`config.mk`:
```
export PLATFORM = sky130hd
export DESIGN_NAME = voltage_detect_control
export DESIGN_NICKNAME = d
export VERILOG_FILES = /design/src/design/vdet_pkg.sv /design/src/design/trip_select.sv /design/src/design/voltage_detect_control.sv
export SDC_FILE = /design/constraint.sdc
export NUM_CORES = 1
export LEC_CHECK = 0
export BUFFER_PORTS_ARGS = -buffer_cell sky130_fd_sc_hd__buf_2
export CAP_MARGIN = 5
export CORE_MARGIN = 1
export CORE_UTILIZATION = 46
export DETAILED_ROUTE_END_ITERATION = 7
export HOLD_SLACK_MARGIN = 0.15
export PLACE_DENSITY = 0.84
export SETUP_SLACK_MARGIN = 0.5
export SLEW_MARGIN = 30
export SYNTH_ARGS = -nofsm -noshare
export SYNTH_HDL_FRONTEND = slang
export SYNTH_SLANG_ARGS = --single-unit
```
`constraint.sdc`:
```
create_clock -name pclk -period 2.35 [get_ports pclk]
set_clock_uncertainty 0.05 [all_clocks]
set_input_delay 0.3525 -clock pclk [delete_from_list [all_inputs] [get_ports pclk]]
set_output_delay 0.3525 -clock pclk [all_outputs]
set_load 0.005 [all_outputs]
```
`src/design/vdet_pkg.sv`:
```
// constants shared by the voltage detect control block
package vdet_pkg;

    // ------------------------------------------------------------
    // register map (byte addresses)
    // ------------------------------------------------------------
    localparam logic [11:0] ctrl_off      = 12'h000;
    localparam logic [11:0] irq_stat_off  = 12'h004;
    localparam logic [11:0] irq_mask_off  = 12'h008;
    localparam logic [11:0] analog_in_off = 12'h00c;

    // ------------------------------------------------------------
    // control register fields
    // ------------------------------------------------------------
    localparam int          enable_bit    = 15;
    localparam int          idle_stop_bit = 13;
    localparam int          dir_bit       = 7;
    localparam int          bg_stable_bit = 6;
    localparam int          ref_stable_bit = 5;
    localparam int          limit_lsb     = 0;
    localparam int          limit_w       = 4;
    localparam logic [15:0] ctrl_wr_mask  = 16'ha08f;
    localparam logic [15:0] ctrl_reset    = 16'h0000;
    localparam logic [3:0]  limit_external = 4'hf;
    localparam logic [3:0]  limit_reset   = 4'h0;

    // ------------------------------------------------------------
    // interrupt status bits
    // ------------------------------------------------------------
    localparam int          evt_trip_bit  = 0;
    localparam int          evt_ref_bit   = 1;
    localparam int          evt_w         = 2;
    localparam logic [1:0]  evt_reset     = 2'h0;

    // ------------------------------------------------------------
    // timing
    // ------------------------------------------------------------
    localparam int          clk_period_ns = 10;
    localparam int          settle_ns     = 50;
    localparam int          settle_cycles = (settle_ns + clk_period_ns - 1) / clk_period_ns;

    typedef enum logic [1:0] {
        st_off,
        st_settle,
        st_watch,
        st_halted
    } det_state_t;

endpackage : vdet_pkg

```
`src/design/trip_select.sv`:
```
// trip point selection and direction compare
`timescale 1ns/100ps

module trip_select (
    input  wire logic       pclk,
    input  wire logic       presetn,
    input  wire logic [3:0] limit,
    input  wire logic       dir_up,
    input  wire logic [14:0] above_int,
    input  wire logic       above_ext,
    input  wire logic       at_level,
    output logic            hit_q
);

    logic sel_above;
    logic hit_d;

    // ------------------------------------------------------------
    // source mux
    // ------------------------------------------------------------
    always_comb begin
        if (limit == vdet_pkg::limit_external) begin
            sel_above = above_ext;
        end else begin
            // code 14 is point 1 ... code 0 is point 15, index = point-1
            sel_above = above_int[4'(4'd14 - limit)];
        end
        // equal counts for both directions
        hit_d = dir_up ? (sel_above | at_level) : (~sel_above | at_level);
    end

    always_ff @(posedge pclk or negedge presetn) begin
        if (!presetn) begin
            hit_q <= 1'b0;
        end else begin
            hit_q <= hit_d;
        end
    end

endmodule : trip_select

```
`src/design/voltage_detect_control.sv`:
```
// register file, enable sequencing and flag logic of the voltage detector
//
// Our own choices: the register addresses and register access over APB.
`timescale 1ns/100ps

// How it works
// - detector runs only while control bit 15 is one; otherwise no events
// - idle-stop bit one halts the detector while the chip is idle
// - direction one trips at or above the point, zero at or below
// - crossing sets the sticky flag; interrupt output only when unmasked
// - bit 6 reads the band gap stable status
// - bit 5 reads reference stable; no flag is raised while it is zero
// - limit code 1111 compares against the external analog input pin
// - codes 1110 down to 0000 select trip points 1 to 15
// - bits 14, 12 to 8 and 4 ignore writes and read zero
module voltage_detect_control (
    input  wire logic        pclk,
    input  wire logic        presetn,
    input  wire logic        psel,
    input  wire logic        penable,
    input  wire logic        pwrite,
    input  wire logic [11:0] paddr,
    input  wire logic [31:0] pwdata,
    input  wire logic [3:0]  pstrb,
    output logic [31:0]      prdata,
    output logic             pready,
    output logic             pslverr,
    input  wire logic        idle_mode,
    input  wire logic        bandgap_stable,
    input  wire logic        reference_stable,
    input  wire logic [14:0] above_trip,
    input  wire logic        external_trip_input_pin,
    input  wire logic        at_trip,
    output logic             detector_power_q,
    output logic             irq
);

    // ------------------------------------------------------------
    // state
    // ------------------------------------------------------------
    logic [15:0]             ctrl_q;
    logic [1:0]              stat_q;
    logic [1:0]              mask_q;
    logic                    ref_seen_q;
    logic                    hit_prev_q;
    logic [7:0]              settle_q;
    vdet_pkg::det_state_t    state_q;
    logic                    hit;
    logic                    wr_acc;
    logic                    rd_acc;
    logic                    addr_ok;
    logic                    running;
    logic                    trip_evt;
    logic                    ref_evt;
    logic [1:0]              evt;
    logic [31:0]             rd_d;
    logic                    bg_now;
    logic                    ref_now;

    assign wr_acc  = psel & penable & pwrite & pready;
    assign rd_acc  = psel & penable & ~pwrite & ~pready;
    assign addr_ok = (paddr == vdet_pkg::ctrl_off) || (paddr == vdet_pkg::irq_stat_off)
                   || (paddr == vdet_pkg::irq_mask_off) || (paddr == vdet_pkg::analog_in_off);
    assign bg_now  = bandgap_stable & ctrl_q[vdet_pkg::enable_bit];
    assign ref_now = reference_stable & ctrl_q[vdet_pkg::enable_bit];

    // ------------------------------------------------------------
    // compare path
    // ------------------------------------------------------------
    trip_select u_trip (
        .pclk      (pclk),
        .presetn   (presetn),
        .limit     (ctrl_q[vdet_pkg::limit_lsb +: vdet_pkg::limit_w]),
        .dir_up    (ctrl_q[vdet_pkg::dir_bit]),
        .above_int (above_trip),
        .above_ext (external_trip_input_pin),
        .at_level  (at_trip),
        .hit_q     (hit)
    );

    // ------------------------------------------------------------
    // apb slave: one wait state; writes land on the completing edge
    // ------------------------------------------------------------
    always_ff @(posedge pclk or negedge presetn) begin
        if (!presetn) begin
            pready  <= 1'b0;
            pslverr <= 1'b0;
            prdata  <= 32'h0000_0000;
        end else begin
            pready  <= psel & penable & ~pready;
            pslverr <= psel & penable & ~pready & ~addr_ok;
            if (rd_acc) begin
                prdata <= rd_d;
            end
        end
    end

    always_comb begin
        rd_d = 32'h0000_0000;
        unique case (paddr)
            vdet_pkg::ctrl_off: begin
                rd_d[15:0] = ctrl_q & vdet_pkg::ctrl_wr_mask;
                rd_d[vdet_pkg::bg_stable_bit]  = bg_now;
                rd_d[vdet_pkg::ref_stable_bit] = ref_now;
            end
            vdet_pkg::irq_stat_off:  rd_d[1:0] = stat_q;
            vdet_pkg::irq_mask_off:  rd_d[1:0] = mask_q;
            vdet_pkg::analog_in_off: rd_d[0]   = hit;
            default:                 rd_d      = 32'h0000_0000;
        endcase
    end

    // ------------------------------------------------------------
    // control register
    // ------------------------------------------------------------
    always_ff @(posedge pclk or negedge presetn) begin
        if (!presetn) begin
            ctrl_q <= vdet_pkg::ctrl_reset;
        end else if (wr_acc && paddr == vdet_pkg::ctrl_off) begin
            if (pstrb[0]) begin
                ctrl_q[7:0] <= pwdata[7:0] & vdet_pkg::ctrl_wr_mask[7:0];
            end
            if (pstrb[1]) begin
                ctrl_q[15:8] <= pwdata[15:8] & vdet_pkg::ctrl_wr_mask[15:8];
            end
        end
    end

    always_ff @(posedge pclk or negedge presetn) begin
        if (!presetn) begin
            mask_q <= vdet_pkg::evt_reset;
        end else if (wr_acc && paddr == vdet_pkg::irq_mask_off && pstrb[0]) begin
            mask_q <= pwdata[1:0];
        end
    end

    // ------------------------------------------------------------
    // detector sequencing
    // ------------------------------------------------------------
    always_ff @(posedge pclk or negedge presetn) begin
        if (!presetn) begin
            state_q  <= vdet_pkg::st_off;
            settle_q <= 8'h00;
        end else begin
            unique case (state_q)
                vdet_pkg::st_off: begin
                    if (ctrl_q[vdet_pkg::enable_bit]) begin
                        state_q  <= vdet_pkg::st_settle;
                        settle_q <= 8'(vdet_pkg::settle_cycles);
                    end
                end
                vdet_pkg::st_settle: begin
                    if (!ctrl_q[vdet_pkg::enable_bit]) begin
                        state_q <= vdet_pkg::st_off;
                    end else if (settle_q <= 8'h01) begin
                        state_q <= vdet_pkg::st_watch;
                    end else begin
                        settle_q <= settle_q - 8'h01;
                    end
                end
                vdet_pkg::st_watch: begin
                    if (!ctrl_q[vdet_pkg::enable_bit]) begin
                        state_q <= vdet_pkg::st_off;
                    end else if (idle_mode && ctrl_q[vdet_pkg::idle_stop_bit]) begin
                        state_q <= vdet_pkg::st_halted;
                    end
                end
                vdet_pkg::st_halted: begin
                    if (!ctrl_q[vdet_pkg::enable_bit]) begin
                        state_q <= vdet_pkg::st_off;
                    end else if (!(idle_mode && ctrl_q[vdet_pkg::idle_stop_bit])) begin
                        state_q  <= vdet_pkg::st_settle;
                        settle_q <= 8'(vdet_pkg::settle_cycles);
                    end
                end
            endcase
        end
    end

    assign running = (state_q == vdet_pkg::st_watch)
                   && ctrl_q[vdet_pkg::enable_bit]
                   && !(idle_mode && ctrl_q[vdet_pkg::idle_stop_bit]);

    always_ff @(posedge pclk or negedge presetn) begin
        if (!presetn) begin
            detector_power_q <= 1'b0;
        end else begin
            detector_power_q <= ctrl_q[vdet_pkg::enable_bit]
                              && !(idle_mode && ctrl_q[vdet_pkg::idle_stop_bit]);
        end
    end

    // ------------------------------------------------------------
    // events and sticky status
    // ------------------------------------------------------------
    always_ff @(posedge pclk or negedge presetn) begin
        if (!presetn) begin
            hit_prev_q <= 1'b0;
            ref_seen_q <= 1'b0;
        end else begin
            hit_prev_q <= hit & running;
            ref_seen_q <= ref_now;
        end
    end

    // crossing is the rising edge of the condition while armed
    assign trip_evt = running & ref_now & hit & ~hit_prev_q;
    assign ref_evt  = ref_now & ~ref_seen_q;
    always_comb begin
        evt = 2'b00;
        evt[vdet_pkg::evt_trip_bit] = trip_evt;
        evt[vdet_pkg::evt_ref_bit]  = ref_evt;
    end

    always_ff @(posedge pclk or negedge presetn) begin
        if (!presetn) begin
            stat_q <= vdet_pkg::evt_reset;
        end else if (wr_acc && paddr == vdet_pkg::irq_stat_off && pstrb[0]) begin
            stat_q <= (stat_q & ~pwdata[1:0]) | evt;
        end else begin
            stat_q <= stat_q | evt;
        end
    end

    always_ff @(posedge pclk or negedge presetn) begin
        if (!presetn) begin
            irq <= 1'b0;
        end else begin
            irq <= |(stat_q & mask_q);
        end
    end

endmodule : voltage_detect_control

```
Yosys cells after proc, flatten, opt, wreduce, memory -nomap -nowiden
Cells that the tools add are included.

word-level totals
  bits in registers = 44
  bits in latches = 0
  bits in writable memories = 0
  ROM bits = 0
  input port bits = 73
  memories = 0

operators by class
  add/sub/neg operators = 2
  multipliers = 0
  div/mod/pow operators = 0
  $lt $le $gt $ge = 2
  equal/unequal tests = 15
  shifts and indexed selects = 0
  mux-type cells = 22
  bitwise logic cells = 27
  reductions and logical operators = 21

operator list
  cell                                                  count
  2-to-1 mux 8 bit                                      5
  equality test 12 x 4 -> 1 bit, second input constant  2
  one-hot mux 8 bit (3 select lines)                    1
  2-to-1 mux 2 bit                                      8
  AND 1 bit                                             14
  2-to-1 mux 14 bit                                     1
  equality test 12 x 3 -> 1 bit, second input constant  1
  zero test 12 bit                                      1
  != test 2 bit, second input constant                  5
  logical AND 1 bit                                     9
  != test 3 bit, second input constant                  3
  <= comparator 8 x 1 -> 1 bit, second input constant   1
  one-hot mux 2 bit (4 select lines)                    1
  subtractor 8 x 1 -> 8 bit, second input constant      1
  inverter 1 bit                                        6
  AND reduction 6 bit                                   1
  < comparator 4 x 5 -> 1 bit, second input constant    1
  AND 2 bit                                             2
  binary-select mux 1 bit (select 4 bit)                1
  equality test 2 bit, second input constant            2
  equality test 4 bit, second input constant            1
  OR 2 bit                                              2
  one-hot mux 1 bit (4 select lines)                    1
  AND reduction 2 bit                                   2
  other kinds (12)                                      17

Longest topological paths before layout
  depth in word-level cells = 8
  gate-level depth with buffers = 7
  depth with buffers taken out = 7

Cells and area by module
From an unflattened synthesis, not the netlist that was laid out.

unflattened totals
  cells, all modules = 219
  area, all modules = 2197.1 um^2

by module, submodules not included
  module                  times used  cells each  area an instance (um^2)  seq. area each (um^2)
  voltage_detect_control  1           188         1885.6                   900.9
  trip_select             1           31          311.5                    25.0

Worst setup path after synthesis
Ideal clock, no wire load.

  path type = in2reg
  start = in paddr[1]
  end = reg ctrl_q[13]
  arrival time = 1.656 ns
  data required time = 2.175 ns
  path slack = 0.519 ns
  cell stages on the path = 5
  path buffers = 0
  cells stage by stage = nor4_2 -> nand3_2 -> nor3_4 -> and3_4 -> mux2_4

on the way
  cells in the longest elaborated chain, start to end = 3

ends and longest elaborated chain
  what                           line                           source
  start: declaration             voltage_detect_control.sv:22   input wire logic [11:0] paddr,
  zero test 12 bit               voltage_detect_control.sv:119  end else if (wr_acc && paddr == vdet_pkg::ctrl_off) begin
  logical AND 1 bit              voltage_detect_control.sv:119
  AND reduction 2 bit (no line)  n/a
  end signal: assignment         voltage_detect_control.sv:118  ctrl_q <= vdet_pkg::ctrl_reset;
  end signal: assignment         voltage_detect_control.sv:124  ctrl_q[15:8] <= pwdata[15:8] & vdet_pkg::ctrl_wr_mask[15:8];
  end: declaration               voltage_detect_control.sv:41   logic [15:0] ctrl_q;

Every way passes these cells.
A chain may end at the register's enable or synchronous reset.

Final worst setup path
  start = reg ctrl_q[0]
  end = reg u_trip.hit_q

on the way
  cells in the longest elaborated chain, start to end = 7
  elaborated cells between the ends (all ways) = 9

ends and longest elaborated chain
  what                                    line                           source
  start signal: assignment                voltage_detect_control.sv:118
  start signal: assignment                voltage_detect_control.sv:121  ctrl_q[7:0] <= pwdata[7:0] & vdet_pkg::ctrl_wr_mask[7:0];
  subtractor 4 bit                        trip_select.sv:26              sel_above = above_int[4'(4'd14 - limit)];
  binary-select mux 1 bit (select 4 bit)  trip_select.sv:26
  2-to-1 mux 1 bit (not written as such)  trip_select.sv:26
  2-to-1 mux 1 bit (*)                    trip_select.sv:22              if (limit == vdet_pkg::limit_external) begin
  inverter 1 bit                          trip_select.sv:29              hit_d = dir_up ? (sel_above | at_level) : (~sel_above | at_level);
  OR 1 bit                                trip_select.sv:29
  2-to-1 mux 1 bit (*)                    trip_select.sv:29
  via u_trip.hit_d                        trip_select.sv:16              logic hit_d;
  end signal: assignment                  trip_select.sv:36              hit_q <= hit_d;
  end: declaration                        trip_select.sv:12              output logic hit_q

Mark *: on every way through the listed nets, which the timed path passes. The rest lies on a longest branch. The select of a mux whose other input is x is not followed.

==> impl_metrics.toml <==
[layout]
drive_gt1_frac = 0.366
antennaDiodeCount = 0
fillCellCount = 360
final_nets = 351
layout.cells.non_filler = 328
final_area_sq_mm = 0.00265
synthToLayoutAreaGrowth_pct = 21.6

[global_route]
grt_pass1_vias = 1662
grt_usage = 0.181
grt_overflow = 0
grt_pass1_wl_mm = 7.15
grt_max_degree = 38
antenna_found_initial = 0

[cts]
root_buffer = "clkbuf_8"
numCtsBuffers = 5
insertion_delay_ps = 290
clockBufferDepth = 2
cts_tree = "yes"
clk_pin_slew_worst_paths_ps = 70
h-tree-depth = 2
cts.sinks = 37

[floorplan]
die_y_um = 70.9
rows = 24
io_pins = 109
dieWidth_um = 70.9
start_util = 0.491
placeableCoreArea_sq_mm = 0.00444
dieArea_sq_mm = 0.00502

[pwr]
leakage_uw = 0.00132
p_comb_frac = 0.075
p_clk_frac = 0.433
peakVddDrop_v = 0.000243
netSwitchingPower_uw = 275
powerDensity_mw_per_mm2 = 491
seqPwrFrac = 0.493
intPower_uw = 1030
p_sw_frac = 0.211

[place]
dp_slack_ps = 258
place_inst = 315
dp_hpwl_mm = 3.29
io_buffers = 58
gp_congestion = 0.816
placed_area_sq_mm = 0.00244

[synthesis]
synthesis.area_sq_mm = 0.00218
syn_inst = 208
ys_seq_area_frac = 0.425
yosys.area.top_type = "dfrtp_1"
synth-xor-area-share = 0.0321
synth_adder_area_share = 0.0172
synth_top_family_by_area = "simple AND/OR/NAND/NOR gates"
synth_compound_area_frac = 0.0941
netlist-cell-type-count = 49
yosys_most_used_dff = "dfrtp_1"
synth_top_area_share = 0.425
synthTopCellsByArea = "dfrtp_1 42%, buf_4 7.9%, mux4_1 4.8%"
async_flop_share = 1.00
synth_edf_count = 0
synth-seq-cells = 37
yosys_warnings = 0
avgSynthCellArea_sq_um = 10.5
muxShareOfSynthArea = 0.112
synth-simple-area-share = 0.222

[worst_setup_path]
critical_path_depth = 5
crit_start = "ctrl_q[0]"
cp_max_fo = 7
ff2ff_path_depth = 5
slowest_stage = "dfrtp_2"
crit_family = "multiplexers"
endpoint_kind = "register"
start_kind = "register"
critPathMostFrequentCell = "nor4b_2"
path_buf_inv = 0
cp-endpoint = "u_trip.hit_q"
cp.required_ps = 2490
critPathKind = "register to register"
rr_endpoint = "u_trip.hit_q"
r2r_slack_ps = 520
r2r-start = "ctrl_q[0]"
cp_data_arrival_time_ps = 1960
path_cells = "ha_4, mux4_1, mux2i_2, nor4b_2, nor4b_2"
crit_path_max_incr_delay_ps = 470

[sta]
drv_slew = 0
setup_viol = 0
layout_setup_ws_ps = 525
max_slew_margin = 0.466
finalCriticalPeriod_ps = 1830
fmax_ghz = 0.548
period_share = 0.777
fin_setup_tns_ps = 0
hold_viol = 0
tightest_slew_ps = 801
rsz0062_at_grt = "true"

[route]
via_per_inst = 5.25
drc = 0
detail-route-antenna-nets = 0
drt_iter0_markers = 108
wl_per_cell_um = 13.7
num_vias = 1723
firstDrtPassIters = 6
wl_mm = 4.50

[job]
max_cap_viol_count = 0

[status]
status = "completed"

[min_path]
min_path_type = "input port to register"
[cell usage after synthesis (3+ instances only)]
| cell | count |
|---|---|
| nor2_1 | 14 |
| nor3_1 | 5 |
| ha_1 | 3 |
| dfrtp_1 | 37 |
| o21ai_0 | 12 |
| mux2i_1 | 3 |
| nand2_1 | 27 |
| xor2_1 | 7 |
| nand3_1 | 6 |
| mux4_1 | 4 |
| mux2_2 | 7 |
| clkbuf_1 | 3 |
| nand4_1 | 6 |
| buf_4 | 23 |
| inv_1 | 4 |
[registers in the layout (all words and copies together), names as in the netlist]
| register | count |
|---|---|
| pready | 1 |
| irq | 1 |
| detector_power_q | 1 |
| hit_prev_q | 1 |
| state_q | 2 |
| ctrl_q | 7 |
| ref_seen_q | 1 |
| mask_q | 2 |
| stat_q | 2 |
| prdata | 9 |
| pslverr | 1 |
| u_trip.hit_q | 1 |
| settle_q | 8 |
[final cells by class]
class / instances / area [sq um] / area share
inverters: 4 / 15.0 / 0.00566
multi-input cells: 162 / 1180 / 0.446
clock buffers: 7 / 86.3 / 0.0325
clock inverters: 1 / 30.0 / 0.0113
repair buffers: 65 / 345 / 0.130
well taps: 52 / 65.1 / 0.0245
flip-flops and latches: 37 / 928 / 0.350
[metrics by stage]
| step | hold slack (ps) | power (uW) | utilization |
|---|---|---|---|
| finish | 236 | 1300 | 0.597 |
| global route | 235 | 1350 | 0.597 |
| CTS | 236 | 1310 | 0.583 |
| detailed placement | 356 | 746 | 0.549 |
| global placement | 364 | 743 | 0.549 |
| floorplan | 6.91 | 711 | - |
[cell usage in the layout, fill, tap and decap left out, drive strengths merged, types with 4 or more instances in the layout]
| cell | synthesis | final |
|---|---|---|
| buf | 24 | 64 |
| clkbuf | 3 | 7 |
| conb | 1 | 23 |
| dfrtp | 37 | 37 |
| inv | 4 | 4 |
| mux2 | 9 | 9 |
| mux4 | 4 | 4 |
| nand2 | 27 | 27 |
| nand3 | 7 | 7 |
| nand4 | 6 | 6 |
| nor2 | 14 | 14 |
| nor3 | 6 | 6 |
| nor4 | 4 | 4 |
| o21ai | 12 | 12 |
| xor2 | 7 | 7 |
[repair_timing]
action / CTS / global route
setup buffers: 0 / 4
gates resized for setup: 6 / 8
endpoints found under the hold margin: 37 / 0
pin swaps: 1 / 5
hold buffers: 1 / 0
setup endpoints to repair: 1 / 14
[kinds of logic after synthesis]
group                      count (synthesis)
buffers and inverters                     31
other                                      1
xor gates and xnor gates                   8
and+or+nand+nor                           82
muxes                                     16
AOI/OAI and AO/OA                         30
DFF                                       37
adders and majority gates                  3
[routing by layer]
| layer | global-route usage | vias to the layer above | routed length, um |
|---|---|---|---|
| met4 | 0.0778 | 0 | 68 |
| met5 | 0 | - | 0 |
| li1 | - | 833 | - |
| met3 | 0.0456 | 8 | 172 |
| met1 | 0.213 | 826 | 1950 |
| met2 | 0.315 | 56 | 2300 |
[worst min-delay path by stage]
stage / startpoint / end / cells past startpoint
3_5_place_dp: ref_seen_q / stat_q[1] / 1
2_1_floorplan: presetn / ctrl_q[0] / 0
6_report: pwdata[15] / ctrl_q[15] / 2
5_1_grt: pwdata[7] / ctrl_q[7] / 2
4_1_cts: pwdata[15] / ctrl_q[15] / 2
3_3_place_gp: ref_seen_q / stat_q[1] / 1
[power by group through the flow]
stage,Sequential (uW),Combinational (uW),Clock [uW]
6_report,642,97.2,564
4_1_cts,642,94.9,570
3_3_place_gp,654,89.1,0
2_1_floorplan,654,57.2,0
5_1_grt,642,108,599
3_5_place_dp,654,92.0,0
Note: power is estimated with default switching activity, not from simulation.
